==> config.mk <==
export PLATFORM = sky130hd
export DESIGN_NAME = tss_regs_top
export DESIGN_NICKNAME = d
export VERILOG_FILES = /design/src/tss_pkg.sv /design/src/tss_reg_if.sv /design/src/tss_regs_top.sv /design/src/tss_reg_bank.sv
export SDC_FILE = /design/constraint.sdc
export NUM_CORES = 1
export LEC_CHECK = 0
export ABC_CLOCK_PERIOD_IN_PS = 6500
export BUFFER_PORTS_ARGS = -buffer_cell sky130_fd_sc_hd__buf_2
export CORE_UTILIZATION = 40
export DETAILED_ROUTE_END_ITERATION = 12
export MAX_ROUTING_LAYER = met4
export SETUP_SLACK_MARGIN = 0.5
export SLEW_MARGIN = 20
export SYNTH_ARGS = -nofsm -noshare
export SYNTH_HDL_FRONTEND = slang
export SYNTH_SLANG_ARGS = --single-unit
==> constraint.sdc <==
create_clock -name core_clk -period 6.5 [get_ports core_clk]
set_clock_uncertainty 0.05 [all_clocks]
set_input_delay 0.65 -clock core_clk [delete_from_list [all_inputs] [get_ports core_clk]]
set_output_delay 0.65 -clock core_clk [all_outputs]
set_load 0.01 [all_outputs]
==> src/tss_pkg.sv <==
// shared constants, types and decode for the test signal switch and pulse registers
package tss_pkg;

  // register map
  localparam int REG_CNT = 9;
  localparam logic [4:0] ADR_MODE = 5'h00;
  localparam logic [4:0] ADR_SINE_GAIN = 5'h01;
  localparam logic [4:0] ADR_ROUTE = 5'h02;
  localparam logic [4:0] ADR_DIVISOR = 5'h03;
  localparam logic [4:0] ADR_GAIN0 = 5'h04;
  localparam logic [4:0] ADR_GAIN1 = 5'h05;
  localparam logic [4:0] ADR_GAIN2 = 5'h06;
  localparam logic [4:0] ADR_LVL_A = 5'h07;
  localparam logic [4:0] ADR_LVL_B = 5'h08;

  // reset values
  localparam logic [7:0] RST_MODE_REG = 8'h18;
  localparam logic [7:0] RST_DIVISOR = 8'h07;
  localparam logic [7:0] RST_OTHER = 8'h00;

  // field positions
  localparam int MODE_LSB = 0;
  localparam int RANGE_LSB = 2;
  localparam int ID_LSB = 5;
  localparam int BAND_BIT = 7;
  localparam int PATH_LSB = 4;
  localparam int MULT_LSB = 0;
  localparam int LVL_W = 5;

  // operating modes
  localparam logic [1:0] MODE_SINE = 2'h0;
  localparam logic [1:0] MODE_STEADY = 2'h1;
  localparam logic [1:0] MODE_DIGITAL = 2'h2;
  localparam logic [1:0] MODE_PULSE = 2'h3;

  // command opcodes (upper nibble of first byte, or seven upper bits for reset)
  localparam logic [3:0] OPC_WRITE = 4'h4;
  localparam logic [3:0] OPC_READ = 4'h2;
  localparam logic [6:0] OPC_RESET = 7'h03;

  // switch element closures: [0] in_pos-out_pos [1] in_neg-out_neg [2] in_pos-out_neg
  // [3] in_neg-out_pos [4] out_pos-out_neg
  localparam logic [4:0] CLS_OPEN = 5'h00;
  localparam logic [4:0] CLS_PP = 5'h01;
  localparam logic [4:0] CLS_NN = 5'h02;
  localparam logic [4:0] CLS_PN = 5'h04;
  localparam logic [4:0] CLS_NP = 5'h08;
  localparam logic [4:0] CLS_SHORT = 5'h10;

  typedef logic [7:0] tss_byte_t;
  typedef enum logic [1:0] {ST_OP1, ST_OP2, ST_DATA} tss_state_t;

  // route code to switch element closures
  function automatic logic [4:0] route_decode(input logic [2:0] path_select_bits);
    logic [4:0] c;
    c = CLS_OPEN;
    case (path_select_bits)
      3'h1: c = CLS_PP | CLS_NN;
      3'h2: c = CLS_PN | CLS_NP;
      3'h3: c = CLS_PP | CLS_PN;
      3'h4: c = CLS_NP | CLS_NN;
      3'h5: c = CLS_PP;
      3'h6: c = CLS_NN;
      3'h7: c = CLS_SHORT;
      default: c = CLS_OPEN;
    endcase
    return c;
  endfunction

endpackage

==> src/tss_reg_if.sv <==
// link between the command engine and the register bank
`timescale 1ns/1ns
interface tss_reg_if;
  import tss_pkg::*;
  logic we;
  logic [4:0] addr;
  tss_byte_t wdata;
  logic soft_clr;
  tss_byte_t rdata;
  logic [REG_CNT-1:0][7:0] regs;

  modport ctrl (output we, output addr, output wdata, output soft_clr, input rdata, input regs);
  modport bank (input we, input addr, input wdata, input soft_clr, output rdata, output regs);
endinterface

==> src/tss_regs_top.sv <==
// serial command port, register use, output switch routing and pulse level select
//
// Behaviour
// route gate pin high applies route select
// gate low opens switch, except digital mode
// digital mode routes from register, ignores gate
// codes 000 open, 001 straight, 010 cross, 011 positive
// codes 100 negative, 101/110 single, 111 short
// top route register bit picks tone band
// low route nibble is tone multiplier
// separate divisor byte also sets tone
// three bytes form 24-bit steady gain
// host writes zero to reserved level bits
// pulse mode: select pin picks level a/b
// pulse level from own code, range-independent
// route at 02h, levels at 07h, 08h
// two-bit mode; mode change restarts generator
// opcode, count minus one, data msb first
// register pointer advances and never wraps
// tone fields feed frequency synthesis
// steady gain feeds level mapping
`timescale 1ns/1ns
module tss_regs_top (
  input wire logic core_clk,
  input wire logic rst,
  input wire logic chip_sel_low,
  input wire logic sclk,
  input wire logic sdin,
  output logic sdout,
  output logic sdout_oe_low,
  input wire logic route_gate_pin,
  input wire logic level_sel_pin,
  output logic [4:0] switch_close,
  output logic [1:0] op_mode,
  output logic [2:0] range_sel,
  output tss_pkg::tss_byte_t sine_gain,
  output logic tone_band_bit,
  output logic [3:0] tone_mult,
  output tss_pkg::tss_byte_t tone_divisor,
  output logic [23:0] steady_level_gain,
  output logic [4:0] level_out,
  output logic gen_restart
);
  import tss_pkg::*;

  tss_reg_if rb ();

  tss_reg_bank #(
    .NUM_REGS(REG_CNT),
    .ID_VALUE(3'h5)
  ) u_bank (
    .core_clk(core_clk),
    .rst(rst),
    .rb(rb)
  );

  // pin synchronisers: [0] chip select [1] sclk [2] data in [3] route gate [4] level select
  logic [4:0] meta_r;
  logic [4:0] sync_r;
  logic sclk_prev_r;

  always_ff @(posedge core_clk or posedge rst) begin
    if (rst) begin
      meta_r <= 5'h01;
      sync_r <= 5'h01;
    end else begin
      meta_r <= {level_sel_pin, route_gate_pin, sdin, sclk, chip_sel_low};
      sync_r <= meta_r;
    end
  end

  // edge finder looks only at the second stage
  always_ff @(posedge core_clk or posedge rst) begin
    if (rst) begin
      sclk_prev_r <= 1'b0;
    end else begin
      sclk_prev_r <= sync_r[1];
    end
  end

  logic cs_act;
  logic sclk_rise;
  logic sclk_fall;
  logic gate_s;
  logic lvl_sel_s;
  assign cs_act = ~sync_r[0];
  assign sclk_rise = sync_r[1] & ~sclk_prev_r;
  assign sclk_fall = ~sync_r[1] & sclk_prev_r;
  assign gate_s = sync_r[3];
  assign lvl_sel_s = sync_r[4];

  // command engine state
  tss_state_t state_r;
  logic [2:0] bit_cnt_r;
  tss_byte_t sh_r;
  logic [3:0] opc_r;
  logic [4:0] ptr_r;
  logic [3:0] left_r;

  tss_byte_t rx_byte;
  logic byte_done;
  assign rx_byte = {sh_r[6:0], sync_r[2]};
  assign byte_done = cs_act && sclk_rise && (bit_cnt_r == 3'h7);

  // input bits are taken on sclk rising edges, msb first
  always_ff @(posedge core_clk or posedge rst) begin
    if (rst) begin
      sh_r <= 8'h00;
      bit_cnt_r <= 3'h0;
    end else if (!cs_act) begin
      bit_cnt_r <= 3'h0; // chip select high drops a partial byte
    end else if (sclk_rise) begin
      sh_r <= rx_byte;
      bit_cnt_r <= bit_cnt_r + 3'h1;
    end
  end

  // opcode, count, then data bytes; holding select low lets the next command follow
  always_ff @(posedge core_clk or posedge rst) begin
    if (rst) begin
      state_r <= ST_OP1;
      opc_r <= 4'h0;
      ptr_r <= 5'h00;
      left_r <= 4'h0;
    end else if (!cs_act) begin
      state_r <= ST_OP1;
    end else if (byte_done) begin
      case (state_r)
        ST_OP1: begin
          if (rx_byte[7:4] == OPC_WRITE || rx_byte[7:4] == OPC_READ) begin
            opc_r <= rx_byte[7:4];
            ptr_r <= {1'b0, rx_byte[3:0]};
            state_r <= ST_OP2;
          end
        end
        ST_OP2: begin
          left_r <= rx_byte[3:0];
          state_r <= ST_DATA;
        end
        ST_DATA: begin
          ptr_r <= ptr_r + 5'h01;
          if (left_r == 4'h0) begin
            state_r <= ST_OP1;
          end else begin
            left_r <= left_r - 4'h1;
          end
        end
        default: state_r <= ST_OP1;
      endcase
    end
  end

  // bank access; the pointer starts at most at 15 and runs at most 16 bytes, so it cannot wrap
  assign rb.we = byte_done && state_r == ST_DATA && opc_r == OPC_WRITE;
  assign rb.wdata = rx_byte;
  assign rb.addr = ptr_r;
  assign rb.soft_clr = byte_done && state_r == ST_OP1 && rx_byte[7:1] == OPC_RESET;

  // read data leave on falling edges; the bank answers a cycle after the pointer moves,
  // well before the next falling edge at any legal sclk rate
  tss_byte_t tx_r;
  logic reading;
  assign reading = cs_act && state_r == ST_DATA && opc_r == OPC_READ;

  always_ff @(posedge core_clk or posedge rst) begin
    if (rst) begin
      tx_r <= 8'h00;
      sdout <= 1'b0;
      sdout_oe_low <= 1'b1;
    end else begin
      sdout_oe_low <= ~reading;
      if (reading && sclk_fall) begin
        if (bit_cnt_r == 3'h0) begin
          sdout <= rb.rdata[7];
          tx_r <= {rb.rdata[6:0], 1'b0};
        end else begin
          sdout <= tx_r[7];
          tx_r <= {tx_r[6:0], 1'b0};
        end
      end
    end
  end

  // register fields in use
  logic [1:0] mode;
  logic [2:0] path_select_bits;
  logic [4:0] level_a_code;
  logic [4:0] level_b_code;
  assign mode = rb.regs[ADR_MODE][MODE_LSB +: 2];
  assign path_select_bits = rb.regs[ADR_ROUTE][PATH_LSB +: 3];
  assign level_a_code = rb.regs[ADR_LVL_A][LVL_W-1:0];
  assign level_b_code = rb.regs[ADR_LVL_B][LVL_W-1:0];

  // switch routing; the gate pin is bypassed only in digital data mode
  always_ff @(posedge core_clk or posedge rst) begin
    if (rst) begin
      switch_close <= CLS_OPEN;
    end else if (mode == MODE_DIGITAL) begin
      switch_close <= route_decode(path_select_bits);
    end else if (gate_s) begin
      switch_close <= route_decode(path_select_bits);
    end else begin
      switch_close <= CLS_OPEN;
    end
  end

  // tone and gain settings handed to the synthesis datapath
  always_ff @(posedge core_clk or posedge rst) begin
    if (rst) begin
      op_mode <= MODE_SINE;
      range_sel <= RST_MODE_REG[RANGE_LSB +: 3];
      sine_gain <= RST_OTHER;
      tone_band_bit <= 1'b0;
      tone_mult <= 4'h0;
      tone_divisor <= RST_DIVISOR;
      steady_level_gain <= 24'h000000;
    end else begin
      op_mode <= mode;
      range_sel <= rb.regs[ADR_MODE][RANGE_LSB +: 3];
      sine_gain <= rb.regs[ADR_SINE_GAIN];
      tone_band_bit <= rb.regs[ADR_ROUTE][BAND_BIT];
      tone_mult <= rb.regs[ADR_ROUTE][MULT_LSB +: 4];
      tone_divisor <= rb.regs[ADR_DIVISOR];
      steady_level_gain <= {rb.regs[ADR_GAIN2], rb.regs[ADR_GAIN1], rb.regs[ADR_GAIN0]};
    end
  end

  // pulse level: the range field never enters this path
  always_ff @(posedge core_clk or posedge rst) begin
    if (rst) begin
      level_out <= 5'h00;
    end else if (mode != MODE_PULSE) begin
      level_out <= 5'h00;
    end else if (lvl_sel_s) begin
      level_out <= level_b_code;
    end else begin
      level_out <= level_a_code;
    end
  end

  // one-cycle restart of the generator whenever the mode field changes
  logic [1:0] mode_prev_r;
  always_ff @(posedge core_clk or posedge rst) begin
    if (rst) begin
      mode_prev_r <= MODE_SINE;
      gen_restart <= 1'b0;
    end else begin
      mode_prev_r <= mode;
      gen_restart <= (mode != mode_prev_r);
    end
  end

  a_switch_gated: assert property (@(posedge core_clk) disable iff (rst)
    (gate_s && mode != MODE_DIGITAL) |=> switch_close == route_decode($past(path_select_bits)))
    else $error("switch does not follow route select while gated");

  a_switch_forced_open: assert property (@(posedge core_clk) disable iff (rst)
    (!gate_s && mode != MODE_DIGITAL) |=> switch_close == CLS_OPEN)
    else $error("switch not open while gate low");

  a_switch_digital_mode: assert property (@(posedge core_clk) disable iff (rst)
    (mode == MODE_DIGITAL && !gate_s) |=> switch_close == route_decode($past(path_select_bits)))
    else $error("digital mode switch depends on gate");

  a_route_cross: assert property (@(posedge core_clk) disable iff (rst)
    (gate_s && path_select_bits == 3'h2) |=> switch_close == (CLS_PN | CLS_NP))
    else $error("cross route wrong");

  a_route_short: assert property (@(posedge core_clk) disable iff (rst)
    (mode == MODE_DIGITAL && path_select_bits == 3'h7) |=> switch_close == CLS_SHORT)
    else $error("short route wrong");

  a_tone_fields: assert property (@(posedge core_clk) disable iff (rst)
    $changed(rb.regs[ADR_ROUTE]) |=> tone_band_bit == $past(rb.regs[ADR_ROUTE][7])
      && tone_mult == $past(rb.regs[ADR_ROUTE][3:0]))
    else $error("tone fields lag route register");

  a_gain_order: assert property (@(posedge core_clk) disable iff (rst)
    rb.we && rb.addr == ADR_GAIN2 |=> ##1 steady_level_gain[23:16] == $past(rb.wdata, 2))
    else $error("steady gain high byte misplaced");

  a_pulse_level_b: assert property (@(posedge core_clk) disable iff (rst)
    (mode == MODE_PULSE && lvl_sel_s) |=> level_out == $past(level_b_code))
    else $error("pulse level b not selected");

  a_mode_restart: assert property (@(posedge core_clk) disable iff (rst)
    $changed(mode) |=> gen_restart ##1 (gen_restart == ($past(mode) != $past(mode, 2))))
    else $error("mode change did not restart generator");

  a_ptr_forward: assert property (@(posedge core_clk) disable iff (rst)
    (state_r == ST_DATA && byte_done) |=> ptr_r == $past(ptr_r) + 5'h01)
    else $error("register pointer did not advance");

  a_read_quiet: assert property (@(posedge core_clk) disable iff (rst)
    !cs_act |=> sdout_oe_low)
    else $error("data out driven without chip select");
endmodule

==> src/tss_reg_bank.sv <==
// byte register bank with registered read port
`timescale 1ns/1ns
module tss_reg_bank #(
  parameter int NUM_REGS = tss_pkg::REG_CNT,
  parameter logic [2:0] ID_VALUE = 3'h5 // arbitrary identification value
) (
  input wire logic core_clk,
  input wire logic rst,
  tss_reg_if.bank rb
);
  import tss_pkg::*;

  logic [REG_CNT-1:0][7:0] regs_r;
  tss_byte_t rdata_r;

  // the map and the address decode are fixed at nine registers
  if (NUM_REGS != REG_CNT) begin : g_bad_size
    $error("tss_reg_bank: NUM_REGS must equal REG_CNT");
  end

  function automatic tss_byte_t reset_value(input int idx);
    if (idx == int'(ADR_MODE)) begin
      return RST_MODE_REG;
    end
    if (idx == int'(ADR_DIVISOR)) begin
      return RST_DIVISOR;
    end
    return RST_OTHER;
  endfunction

  // storage; pin reset and the reset command both restore defaults
  always_ff @(posedge core_clk or posedge rst) begin
    if (rst) begin
      for (int i = 0; i < REG_CNT; i++) begin
        regs_r[i] <= reset_value(i);
      end
    end else if (rb.soft_clr) begin
      for (int i = 0; i < REG_CNT; i++) begin
        regs_r[i] <= reset_value(i);
      end
    end else if (rb.we && rb.addr < 5'(REG_CNT)) begin
      case (rb.addr)
        ADR_MODE: regs_r[ADR_MODE] <= {3'h0, rb.wdata[ID_LSB-1:0]}; // id bits are read-only
        ADR_LVL_A: regs_r[ADR_LVL_A] <= {3'h0, rb.wdata[LVL_W-1:0]};
        ADR_LVL_B: regs_r[ADR_LVL_B] <= {3'h0, rb.wdata[LVL_W-1:0]};
        default: regs_r[rb.addr[3:0]] <= rb.wdata;
      endcase
    end
  end

  // read data from a flop; addresses past the map read zero
  always_ff @(posedge core_clk or posedge rst) begin
    if (rst) begin
      rdata_r <= 8'h00;
    end else if (rb.addr >= 5'(REG_CNT)) begin
      rdata_r <= 8'h00;
    end else if (rb.addr == ADR_MODE) begin
      rdata_r <= {ID_VALUE, regs_r[ADR_MODE][ID_LSB-1:0]};
    end else begin
      rdata_r <= regs_r[rb.addr[3:0]];
    end
  end

  assign rb.rdata = rdata_r;
  assign rb.regs = regs_r;
endmodule

======== Yosys cells after proc, flatten, opt, wreduce, memory -nomap -nowiden ========
Cells that the tools add are included.
operators by class
  add/sub/neg operators ................... 3
  magnitude comparators ................... 4
  mux-type cells .......................... 34
  reductions and logical operators ........ 34
  bitwise operators ....................... 6
  equal/unequal tests ..................... 28
operators with widths
  cell                                                                     count
  72-bit two-way mux                                                       2
  72-bit bitwise mux                                                       1
  48-bit two-way mux                                                       1
  8-bit case mux with 2 select lines                                       3
  8-bit two-way mux                                                        5
  5-bit case mux with 7 select lines                                       1
  8-bit binary-select mux with 4-bit select                                1
  8-bit demux with 4-bit select                                            1
  5-bit two-way mux                                                        6
  3-bit equality test, second input constant                               5
  4-bit AND reduction                                                      3
  1-bit logical AND                                                        11
  5-bit case mux with 2 select lines                                       1
  2-bit AND reduction                                                      5
  2-bit nonzero test                                                       5
  3-bit two-way mux                                                        3
  4-bit by 2-bit equality test with 1-bit output, second input constant    2
  4-bit by 3-bit equality test with 1-bit output, second input constant    2
  2-bit two-way mux                                                        4
  2-bit by 1-bit inequality test with 1-bit output, second input constant  4
  4-bit case mux with 2 select lines                                       1
  7-bit by 2-bit equality test with 1-bit output, second input constant    1
  3-bit by 2-bit equality test with 1-bit output, second input constant    2
  2-bit inequality test, second input constant                             3
  27 further kinds                                                         36
storage, ports and cells
  input bits .............................. 7
  register bits after elaboration ......... 187
  output and inout port bits .............. 63
  logic and storage cells ................. 141

======== Longest topological paths before layout ========
Gate-level depths: netlist (run 1).
  depth after elaboration ................. 9
  mapped depth ............................ 9
  gate-level depth less buffers ........... 7

======== Hierarchy ========
From an unflattened synthesis (run 1), not the netlist that was laid out.
second synthesis, totals
  cell total of the unflattened synthesis .. 650
  area total of the unflattened synthesis .. 7679.9 um^2
modules (own cells, without submodules)
  module        cells each  area an instance (um^2)  times used  sequential area each (um^2)
  tss_reg_bank  382         3943.8                   1           2008.2
  tss_regs_top  268         3736.1                   1           2662.6

======== Least setup slack after synthesis (run 1) ========
No wires, ideal clock.
  path kind ............................... register to register
  from .................................... reg ptr_r[0]
  to ...................................... reg u_bank.regs_r, in the netlist u_bank.rb.regs[25]
  clock period less this slack ............ 2830 ps
  setup slack ............................. 3670 ps
  buffers on the path ..................... 2
  arrival time ............................ 2698 ps
  required time ........................... 6368 ps
  library setup time ...................... 82 ps
  stages on the path, launching flop included .. 10
  cell sequence ........................... dfrtp_1 -> clkbuf_1 -> buf_1 -> inv_1 -> ha_1 -> nor2_1 -> or4b_1 -> nor2_2 -> nor2_2 -> mux2_2
between the ends
  cells in the longest elaborated chain, start to end .. 8
  elaborated cells between the ends (all ways) .. 18
  those cells by class .................... order compare: 3; eq/ne: 3; mux: 6; reduce/logical: 6
ends and longest elaborated chain
  what                                                                                                                                                         line                 source
  start: declaration                                                                                                                                           tss_regs_top.sv:97   logic [4:0] ptr_r;
  start signal: assignment                                                                                                                                     tss_regs_top.sv:132  ptr_r <= {1'b0, rx_byte[3:0]};
  start signal: assignment                                                                                                                                     tss_regs_top.sv:141  ptr_r <= ptr_r + 5'h01;
  4-bit by 5-bit less-than comparator with 1-bit output (not written as such) or 4-bit by 1-bit greater-or-equal comparator with 1-bit output (tied branches)  tss_reg_bank.sv:46   default: regs_r[rb.addr[3:0]] <= rb.wdata;
  1-bit logical AND (not written as such)                                                                                                                      tss_reg_bank.sv:46
  8-bit two-way mux (not written as such)                                                                                                                      tss_reg_bank.sv:46
  8-bit demux with 4-bit select                                                                                                                                --
  72-bit bitwise mux                                                                                                                                           tss_reg_bank.sv:46
  48-bit two-way mux                                                                                                                                           tss_reg_bank.sv:42   case (rb.addr)
  72-bit two-way mux                                                                                                                                           tss_reg_bank.sv:41   end else if (rb.we && rb.addr < 5'(REG_CNT)) begin
  72-bit two-way mux                                                                                                                                           tss_reg_bank.sv:37   end else if (rb.soft_clr) begin
  end signal: indexed assignment                                                                                                                               tss_reg_bank.sv:39   regs_r[i] <= reset_value(i);
  end signal: indexed assignment                                                                                                                               tss_reg_bank.sv:43   ADR_MODE: regs_r[ADR_MODE] <= {3'h0, rb.wdata[ID_LSB-1:0]};
  end signal: indexed assignment                                                                                                                               tss_reg_bank.sv:46
  end: declaration                                                                                                                                             tss_reg_bank.sv:13   logic [REG_CNT-1:0][7:0] regs_r;
Parallel ways exist; a longest one is shown, timed or not. The select of a mux whose other input is x is not followed.
A chain may end at the register's enable or synchronous reset.

======== Worst setup path in the final report (run 1) ========
  from .................................... reg ptr_r[1]
  to ...................................... reg u_bank.regs_r, in the netlist u_bank.rb.regs[5]
between the ends
  cells in the longest elaborated chain, start to end .. 8
  elaborated cells between the ends (all ways) .. 18
  those cells by class .................... order compare: 3; eq/ne: 3; mux: 6; reduce/logical: 6
ends and longest elaborated chain
  what                                                                                                                                                         line
  4-bit by 5-bit less-than comparator with 1-bit output (not written as such) or 4-bit by 1-bit greater-or-equal comparator with 1-bit output (tied branches)  tss_reg_bank.sv:46
  1-bit logical AND (not written as such)                                                                                                                      tss_reg_bank.sv:46
  8-bit two-way mux (not written as such)                                                                                                                      tss_reg_bank.sv:46
  8-bit demux with 4-bit select                                                                                                                                --
  72-bit bitwise mux                                                                                                                                           tss_reg_bank.sv:46
  8-bit case mux with 2 select lines                                                                                                                           tss_reg_bank.sv:42
  72-bit two-way mux                                                                                                                                           tss_reg_bank.sv:41
  72-bit two-way mux                                                                                                                                           tss_reg_bank.sv:37
Parallel ways exist; a longest one is shown, timed or not. The select of a mux whose other input is x is not followed.

==> flow_metrics.py, run 1 <==
metrics = {
    "outcome": {
        "status": "finished, violations left",
        "violations": "design-rule violations",
    },
    "pwr": {
        "internal_power_mw": 1.82,
        "seqPwrFrac": 0.529,
        "power.switching_mw": 0.585,
        "comb_power_share": 0.037,
        "power_leakage_nw": 4.14,
        "ir_drop_uv": 195,
        "clockPowerShare": 0.434,
        "p_sw_frac": 0.244,
        "p_total_mw": 2.40,
        "pwr_density_cell_nw_per_um2": 280,
    },
    "logic_synthesis": {
        "ys_warn_count": 0,
        "synth_flop_cell": "dfrtp_1",
        "synth_edf_count": 0,
        "synth_common_cells": "dfrtp_1, nand2_1, nor2_1, a22o_1",
        "synth_cell_type_count": 55,
        "synth_top_cells_by_area": "dfrtp_1, dfstp_2, mux4_2, a22o_1, mux2i_1",
        "yosysMostFrequentCell": "dfrtp_1",
        "synth_top_area_cell": "dfrtp_1",
        "syn_area_per_cell_sq_um": 12.7,
        "yosysSeqAreaShare": 0.625,
        "synth_nets": 605,
        "synthesis.area_sq_um": 7480,
        "ys_seq_elements": 186,
        "syn_inst": 590,
        "synth.top_cell.area_share": 0.579,
        "async_reset_ff_frac": 1.00,
    },
    "global_routing": {
        "track_usage": 0.202,
        "antenna_found_initial": 0,
        "grt_pass1_wl_um": 28700,
        "overflow": 0,
        "grt_pass1_vias": 5059,
        "grt_max_degree": 112,
    },
    "die": {
        "initial_core_util": 0.412,
        "rows": 49,
        "die-area_sq_um": 19200,
        "num_io_pins": 70,
        "die_h_um": 139,
        "die_w_um": 139,
        "core_sq_um": 18100,
    },
    "timing": {
        "slew_headroom": 0.362,
        "worst_pin_slew_ps": 957,
        "hold_viol": 0,
        "timing.final.ws_setup_ps": 3040,
        "rsz0062_at_grt": "no",
        "fin_crit_sh": 0.532,
        "fmax_ghz": 0.289,
        "setup_viol": 0,
        "layout_min_cycle_time_ps": 3460,
        "slew_violations": 0,
        "finalSetupTns_ps": 0,
    },
    "worst_setup_path": {
        "slowest_delay_ps": 740,
        "cp.arrival_ps": 3720,
        "worstPathCellList": "inv_1, ha_1, nand2b_1, nor3_1, nand3_1, and3_1",
        "critPathMaxFanout": 21,
        "rrSetupSlack_ps": 3040,
        "crit_path_end_kind": "register",
        "criticalPathCategory": "reg2reg",
        "worstSetupStartpointType": "register",
        "slowest_stage": "dfrtp_1",
        "worstPathRequired_ps": 6760,
    },
    "route": {
        "ant_nets": 0,
        "vias": 4873,
        "route.detailed.drc": 7,
        "drt-initial-drc-count": 373,
        "post_drt_wl_per_cell_um": 19.6,
        "via_per_inst": 5.49,
        "wl_um": 17400,
        "drtPass1Iterations": 9,
    },
    "layout": {
        "num_antenna_cells": 0,
        "final_layout_size_suffix_gt1_frac": 0.241,
        "syn2layout_area_growth_pct": 15.0,
        "fin_util": 0.474,
        "fillCellCount": 1644,
        "final_nets": 661,
    },
    "placed_design": {
        "io_buffer_count": 69,
        "dp_hpwl_um": 11800,
        "preCtsSetupSlack_ps": 2850,
        "gp_congestion": 0.862,
    },
    "run": {
        "drv_cap": 0,
    },
    "clocking": {
        "hold_buffers": 0,
        "cts_root_buf": "clkbuf_16",
        "cts_buffers": 17,
        "cts-resized-gates": 0,
        "cts.sink_count": 186,
        "post_cts_buffers": 0,
        "cts_max_path_buffers": 2,
        "clk_latency_ps": 430,
        "htreeDepth": 4,
        "cts_tree": "built",
        "clk_pin_slew_worst_paths_ps": 70,
    },
    "min_path": {
        "min_path_type": "in2reg",
    },
}
kinds of logic (layout without fill, tap and decap cells):
| kind of cell | after synthesis | in the layout | synth area share |
|---|---|---|---|
| flip-flops | 186 | 186 | 0.625 |
| AND/OR/NAND/NOR | 182 | 182 | 0.128 |
| AO/OA/AOI/OAI | 112 | 112 | 0.106 |
| multiplexers | 53 | 53 | 0.0981 |
| buffers and inverters | 43 | 112 | 0.0229 |
| adder cells (fa/ha/maj) | 8 | 8 | 0.0134 |
| XOR/XNOR | 6 | 6 | 0.00703 |
metal layers:
metal	vias up	global-route usage	routed length (um)
li1	2212	-	-
met1	2490	0.271	8080
met2	149	0.299	7990
met3	22	0.0504	1030
met4	0	0.0684	314
met5	-	-	0
sequential cells by signal (all words and copies together), names as in the netlist, 5 cells and up:
name,cells
u_bank.rb.regs,72
steady_level_gain,24
sine_gain,8
tone_divisor,8
u_bank.rb.rdata,8
sh_r,7
tx_r,7
level_out,5
meta_r,5
ptr_r,5
switch_close,5
sync_r,5
metrics by stage:
stage	hold slack (ps)	instance area (sq um)	instances
floorplan	281	7480	590
global placement	283	7990	856
detailed placement	288	7990	856
CTS	246	8590	888
global route	237	8600	888
finish	260	8600	888
worst paths after layout:
| check | start | to | cells past startpoint |
|---|---|---|---|
| max in group asynchronous | rst | u_bank.rb.regs[46]$_DFFE_PP0P_ | 3 |
| max | ptr_r[1]$_DFFE_PP0P_ | u_bank.rb.regs[5]$_DFFE_PP0P_ | 6 |
| min in group asynchronous | rst | meta_r[4]$_DFF_PP0_ | 2 |
| min | chip_sel_low | meta_r[0]$_DFF_PP1_ | 1 |
| min reg2reg | meta_r[1]$_DFF_PP0_ | sync_r[1]$_DFF_PP0_ | 0 |
| max reg2reg | ptr_r[1]$_DFFE_PP0P_ | u_bank.rb.regs[5]$_DFFE_PP0P_ | 6 |
cell usage in the layout (no fill, tap or decap), drive strengths merged, types with 3 or more instances in the layout:
master    n
nor3b     4
nand4     3
o21ai    18
dfstp    13
nor4      5
mux2     12
nand3    11
mux2i    26
mux4     15
or3       4
nor2b     8
a31oi     4
buf      71
clkinv    3
a22oi     6
or4b      3
o22a      6
and3      4
a21oi    26
a22o     34
and2     11
xnor2     4
dfrtp   173
nand2    60
nand2b    8
nor2     46
a211oi    9
inv      13
nor3      7
ha        8
clkbuf   21
critical path, delay by kind of cell, from the launching register on:
kind,cells,cell delay [ps]
simple gates,4,1910
flops,1,740
buf+inv,1,320
fa+ha+maj,1,310
power by group through the flow:
stage          Sequential (mW)  Combinational, mW  Clock (mW)
3_3_place_gp              1.29             0.0873           0
5_1_grt                   1.27              0.101        1.12
3_5_place_dp              1.29             0.0901           0
6_report                  1.27             0.0894        1.04
4_1_cts                   1.27             0.0909        1.07
2_1_floorplan             1.21              0.114           0
layout make-up:
| class | instances | area [sq um] | share of cell area |
|---|---|---|---|
| inverter | 9 | 38.8 | 0.00451 |
| tap | 229 | 287 | 0.0333 |
| clock buffer | 21 | 470 | 0.0547 |
| multi-input combinational | 361 | 2640 | 0.307 |
| timing repair buffer | 71 | 360 | 0.0419 |
| sequential | 186 | 4670 | 0.543 |
| clock inverter | 11 | 133 | 0.0154 |
(Power assumes the default switching activity.)
==> run 2: changes to the inputs <==
- ABC_AREA: default -> 1
- ABC_CLOCK_PERIOD_IN_PS: 6500 -> 3300
- clock period: 6.5 -> 3.3 ns (I/O delays scaled with it)
==> flow_metrics.py, run 2 <==
metrics = {
    "logic_synthesis": {
        "synth_common_cells": "nand2_1, dfrtp_1, nor2_1, inv_1, nand3_1",
        "syn_area_per_cell_sq_um": 9.00,
        "synth_flop_cell": "dfrtp_1",
        "synth_top_area_cell": "dfrtp_1",
        "synth_nets": 908,
        "synth_edf_count": 0,
        "async_reset_ff_frac": 1.00,
        "ys_seq_elements": 186,
        "ys_warn_count": 0,
        "synth_top_cells_by_area": "dfrtp_1, nand2_1, dfstp_2, nand3_1, nor2_1",
        "synth_compound_area_frac": 0.0733,
        "yosysSeqAreaShare": 0.581,
        "synth_cell_type_count": 33,
        "syn_inst": 893,
        "yosysMostFrequentCell": "nand2_1",
        "yosys-mux-area-fraction": 0.00872,
        "synth-simple-area-share": 0.258,
        "synth.top_cell.area_share": 0.539,
        "synthAdderAreaFrac": 0.0125,
        "synth_top_family_by_area": "simple AND/OR/NAND/NOR gates",
        "synthesis.area_sq_um": 8040,
        "synth_xor_area_frac": 0.00436,
    },
    "route": {
        "drt-initial-drc-count": 537,
        "ant_nets": 0,
        "vias": 6239,
        "wl_um": 19900,
        "route.detailed.drc": 0,
        "drtPass1Iterations": 5,
        "via_per_inst": 5.01,
        "post_drt_wl_per_cell_um": 16.0,
    },
    "clocking": {
        "cts_buffers": 17,
        "clk_latency_ps": 440,
        "clk_pin_slew_worst_paths_ps": 70,
        "post_cts_buffers": 0,
        "htreeDepth": 4,
        "cts_tree": "built",
        "cts_root_buf": "clkbuf_16",
        "cts.sink_count": 186,
        "cts_max_path_buffers": 2,
    },
    "min_path": {
        "min_path_type": "in2async",
    },
    "die": {
        "core_sq_um": 19600,
        "num_io_pins": 70,
        "die_h_um": 144,
        "rows": 51,
        "initial_core_util": 0.410,
        "die_w_um": 144,
        "die-area_sq_um": 20700,
    },
    "layout": {
        "final_layout_size_suffix_gt1_frac": 0.165,
        "final_cell_mix": "nand2_1, dfrtp_1, nor2_1",
        "syn2layout_area_growth_pct": 15.9,
        "layout_commonest_cell": "nand2_1",
        "fin_area_sq_um": 9310,
        "largest_reg_flops": 72,
        "num_antenna_cells": 0,
        "fin_cells": 1245,
        "final_nets": 982,
    },
    "pwr": {
        "power_leakage_nw": 4.70,
        "p_total_mw": 4.79,
        "ir_drop_uv": 311,
        "p_sw_frac": 0.238,
        "comb_power_share": 0.051,
        "clockPowerShare": 0.454,
        "internal_power_mw": 3.65,
        "seqPwrFrac": 0.495,
        "power.switching_mw": 1.14,
        "pwr_density_cell_nw_per_um2": 514,
    },
    "timing": {
        "rsz0062_at_grt": "no",
        "slew_violations": 0,
        "hold_ws_ps": 149,
        "setup_viol": 0,
        "slew_headroom": 0.350,
        "worst_pin_slew_ps": 975,
        "finalSetupTns_ps": 0,
        "fin_crit_sh": 0.753,
        "fmax_ghz": 0.402,
        "layout_min_cycle_time_ps": 2490,
        "hold_viol": 0,
    },
    "placed_design": {
        "io_buffer_count": 69,
        "dp_hpwl_um": 13700,
        "gp_congestion": 0.906,
        "dp.cells": 1208,
        "place_area_sq_um": 8640,
    },
    "global_routing": {
        "overflow": 0,
        "track_usage": 0.216,
        "grt_pass1_vias": 5951,
        "antenna_found_initial": 0,
        "grt_max_degree": 187,
        "grt_pass1_wl_um": 32200,
    },
    "worst_setup_path": {
        "critPathMaxFanout": 34,
        "worstPathRequired_ps": 3580,
        "cp.arrival_ps": 2760,
        "worstSetupStartpointType": "register",
        "reg2reg_depth": 8,
        "crit_path_end_kind": "register",
        "criticalPathCategory": "reg2reg",
    },
    "run": {
        "drv_cap": 0,
    },
    "outcome": {
        "status": "finished, final reports clean",
    },
}
run 2: cell types whose count changed in the layout (fill, tap and decap cells not counted), sizes merged, moves of 9 or more:
cell	previous run	this run
mux2	12	0
a211oi	9	0
mux4	15	0
nand2	60	239
nand4	3	35
a22o	34	0
and2	11	0
inv	13	92
mux2i	26	7
nand3	11	77
a21oi	26	41
o21ai	18	70
nor2	46	95
run 2: routing by layer:
layer / GRT usage / vias to the layer above / wire, um
li1: - / 3039 / -
met4: 0.0817 / 0 / 493
met1: 0.284 / 2984 / 9160
met3: 0.0443 / 35 / 992
met2: 0.329 / 181 / 9270
met5: - / - / 0
run 2: metrics by stage:
stage	utilization	worst slack, ps
after floorplan	-	538
after global placement	0.441	898
after detailed placement	0.441	867
after CTS	0.475	837
after global routing	0.475	589
final	0.475	815
run 2: timing repair:
action	4_1_cts	5_1_grt
hold endpoints to repair	5	0
resized for setup	0	0
hold buffers	5	0
run 2: cell families after synthesis:
logic type / Yosys count
xor gates and xnor gates: 4
adders and majority gates: 8
and+or+nand+nor: 454
AOI/OAI and AO/OA: 116
muxes: 7
buffers and inverters: 118
DFF: 186
run 2: critical path, cell delays in order, from the launching register on:
cell and delay (ps):
dfstp_2 400, inv_2 110, nand3_2 270, nor2_4 240
nand3_2 370, nand2_4 460, nand3_2 290, nand2_1 130
nand2_1 50
run 2: power by group through the flow:
stage | Combinational (mW) | Clock [mW] | Sequential [mW]
after global routing | 0.269 | 2.31 | 2.37
after global placement | 0.235 | 0 | 2.41
after floorplan | 0.164 | 0 | 2.38
after detailed placement | 0.235 | 0 | 2.41
after CTS | 0.242 | 2.21 | 2.37
final | 0.243 | 2.17 | 2.37
run 2: area by class of cell:
type	instances	area, sq um
flip-flops and latches	186	4670
multi-input cells	589	2870
repair buffers	84	483
clock buffers	20	437
clock inverters	12	186
well taps	265	332
inverters	89	338
fillers	1901	10300
run 2: worst paths after layout:
path,endpoint,from,slack (ps)
worst max-delay path,u_bank.rb.regs[27]$_DFFE_PP0P_,sync_r[0]$_DFF_PP1_,810
worst min-delay path,level_out[2]$_DFF_PP0_,rst,150
worst min register to register,sync_r[1]$_DFF_PP0_,meta_r[1]$_DFF_PP0_,300
max in group asynchronous,u_bank.rb.regs[22]$_DFFE_PP0P_,rst,2380
worst max register to register,u_bank.rb.regs[27]$_DFFE_PP0P_,sync_r[0]$_DFF_PP1_,810
min in group core_clk,sync_r[1]$_DFF_PP0_,meta_r[1]$_DFF_PP0_,300
==> run 3: changes to the inputs <==
- ABC_CLOCK_PERIOD_IN_PS: 3300 -> 2200
- clock period: 3.3 -> 2.2 ns (I/O delays scaled with it)
==> flow_metrics.py, run 3 (synthesis results as in run 2) <==
metrics = {
    "pwr": {
        "seqPwrFrac": 0.503,
        "power.switching_mw": 1.69,
        "internal_power_mw": 5.30,
        "pwr_density_cell_nw_per_um2": 674,
        "power_leakage_nw": 5.08,
        "p_total_mw": 6.99,
        "clockPowerShare": 0.426,
        "comb_power_share": 0.070,
        "ir_drop_uv": 511,
        "p_sw_frac": 0.242,
    },
    "clocking": {
        "cts.sink_count": 186,
        "clk_pin_slew_worst_paths_ps": 60,
        "cts_tree": "built",
        "htreeDepth": 4,
        "cts_root_buf": "clkbuf_16",
        "cts_max_path_buffers": 2,
        "clk_latency_ps": 440,
        "cts_buffers": 17,
    },
    "global_routing": {
        "antenna_found_initial": 0,
        "grt_pass1_wl_um": 33800,
        "grt_pass1_vias": 6104,
        "overflow": 0,
        "grt_max_degree": 44,
        "track_usage": 0.229,
    },
    "die": {
        "initial_core_util": 0.410,
        "die_h_um": 144,
        "die_w_um": 144,
        "core_sq_um": 19600,
        "num_io_pins": 70,
        "rows": 51,
        "die-area_sq_um": 20700,
    },
    "layout": {
        "syn2layout_area_growth_pct": 29.1,
        "fin_cells": 1302,
        "fin_area_sq_um": 10400,
        "largest_reg_flops": 72,
        "num_antenna_cells": 0,
        "final_cell_mix": "nand2_1, dfrtp_1, inv_1",
        "layout_commonest_cell": "nand2_1",
        "final_layout_size_suffix_gt1_frac": 0.282,
        "final_nets": 1039,
    },
    "route": {
        "vias": 6550,
        "ant_nets": 0,
        "wl_um": 21500,
        "post_drt_wl_per_cell_um": 16.5,
        "via_per_inst": 5.03,
        "drtPass1Iterations": 5,
        "route.detailed.drc": 0,
        "drt-initial-drc-count": 450,
    },
    "timing": {
        "fmax_ghz": 0.527,
        "timing.final.ws_setup_ps": 302,
        "slew_violations": 0,
        "setup_viol": 0,
        "rsz0062_at_grt": "yes",
        "worst_pin_slew_ps": 520,
        "finalSetupTns_ps": 0,
        "hold_viol": 0,
        "slew_headroom": 0.653,
        "fin_crit_sh": 0.863,
        "layout_min_cycle_time_ps": 1900,
    },
    "outcome": {
        "status": "finished, final reports clean",
    },
    "placed_design": {
        "preCtsSetupSlack_ps": 155,
        "dp_hpwl_um": 14800,
        "place_area_sq_um": 9040,
        "gp_congestion": 0.936,
        "io_buffer_count": 69,
        "dp.cells": 1238,
    },
    "worst_setup_path": {
        "rrSetupSlack_ps": 300,
        "slowest_delay_ps": 370,
        "worst-path-stages": 10,
        "cp.arrival_ps": 2170,
        "worstPathRequired_ps": 2470,
        "critPathLaunch": "bit_cnt_r[1]$_DFFE_PP0P_",
        "cpLargestDelayFamily": "simple AND/OR/NAND/NOR gates",
        "r2r_start": "bit_cnt_r[1]$_DFFE_PP0P_",
        "regToRegEndpoint": "u_bank.rb.regs[44]$_DFFE_PP0P_",
        "slowest_stage": "dfrtp_1",
        "crit_path_end": "u_bank.rb.regs[44]$_DFFE_PP0P_",
        "crit_path_end_kind": "register",
        "reg2reg_depth": 10,
        "criticalPathCategory": "reg2reg",
        "worstPathCellList": "ha_2, ha_4, inv_2, nor2_4, nand3_4, buf_12, nand2_8, nand3_4, nand2_1, nand2_1",
        "critPathMaxFanout": 8,
        "worstSetupStartpointType": "register",
        "crit_buf_inv": 2,
    },
    "min_path": {
        "min_path_type": "reg2reg",
    },
    "run": {
        "drv_cap": 0,
    },
}
run 3: layer usage:
| metal | routed length [um] | up-vias | GRT usage |
|---|---|---|---|
| met4 | 490 | 0 | 0.0784 |
| met1 | 9460 | 3132 | 0.297 |
| met5 | 0 | - | - |
| li1 | - | 3164 | - |
| met2 | 10400 | 214 | 0.354 |
| met3 | 1230 | 40 | 0.0523 |
run 3: final cells by class:
cell class              instances  area [sq um]
well taps                     265           332
multi-input cells             593          3340
repair buffers                137          1100
flip-flops and latches        186          4670
inverters                      89           345
clock inverters                 8          85.1
fillers                      1813          9220
clock buffers                  24           492
run 3: worst min path at each step:
stage / depth (start not counted) / endpoint / startpoint / slack, ps
5_1_grt: 0 / sync_r[2]$_DFF_PP0_ / meta_r[2]$_DFF_PP0_ / 300
2_1_floorplan: 0 / meta_r[0]$_DFF_PP1_ / chip_sel_low / 170
6_report: 0 / sync_r[3]$_DFF_PP0_ / meta_r[3]$_DFF_PP0_ / 300
3_3_place_gp: 2 / steady_level_gain[17]$_DFF_PP0_ / rst / 240
4_1_cts: 0 / sync_r[1]$_DFF_PP0_ / meta_r[1]$_DFF_PP0_ / 300
3_5_place_dp: 2 / steady_level_gain[21]$_DFF_PP0_ / rst / 230
run 3: stage by stage:
stage | hold WS (ps) | utilization
after floorplan | 174 | -
after global placement | 245 | 0.461
after detailed placement | 234 | 0.461
after CTS | 300 | 0.519
after global routing | 304 | 0.530
final | 297 | 0.530
run 3: timing repair:
action / CTS / global route
hold buffers: 6 / 0
pin swaps: 18 / 13
resized for setup: 61 / 54
setup buffers: 12 / 8
cloned: 6 / 0
endpoints found under the setup margin: 84 / 93
endpoints found under the hold margin: 18 / 0
run 3: power groups by stage:
stage	Clock, mW	Combinational [mW]	Sequential, mW
floorplan	0	0.251	3.57
global placement	0	0.464	3.58
detailed placement	0	0.466	3.58
CTS	3.05	0.485	3.52
global route	3.20	0.535	3.52
finish	2.98	0.490	3.52
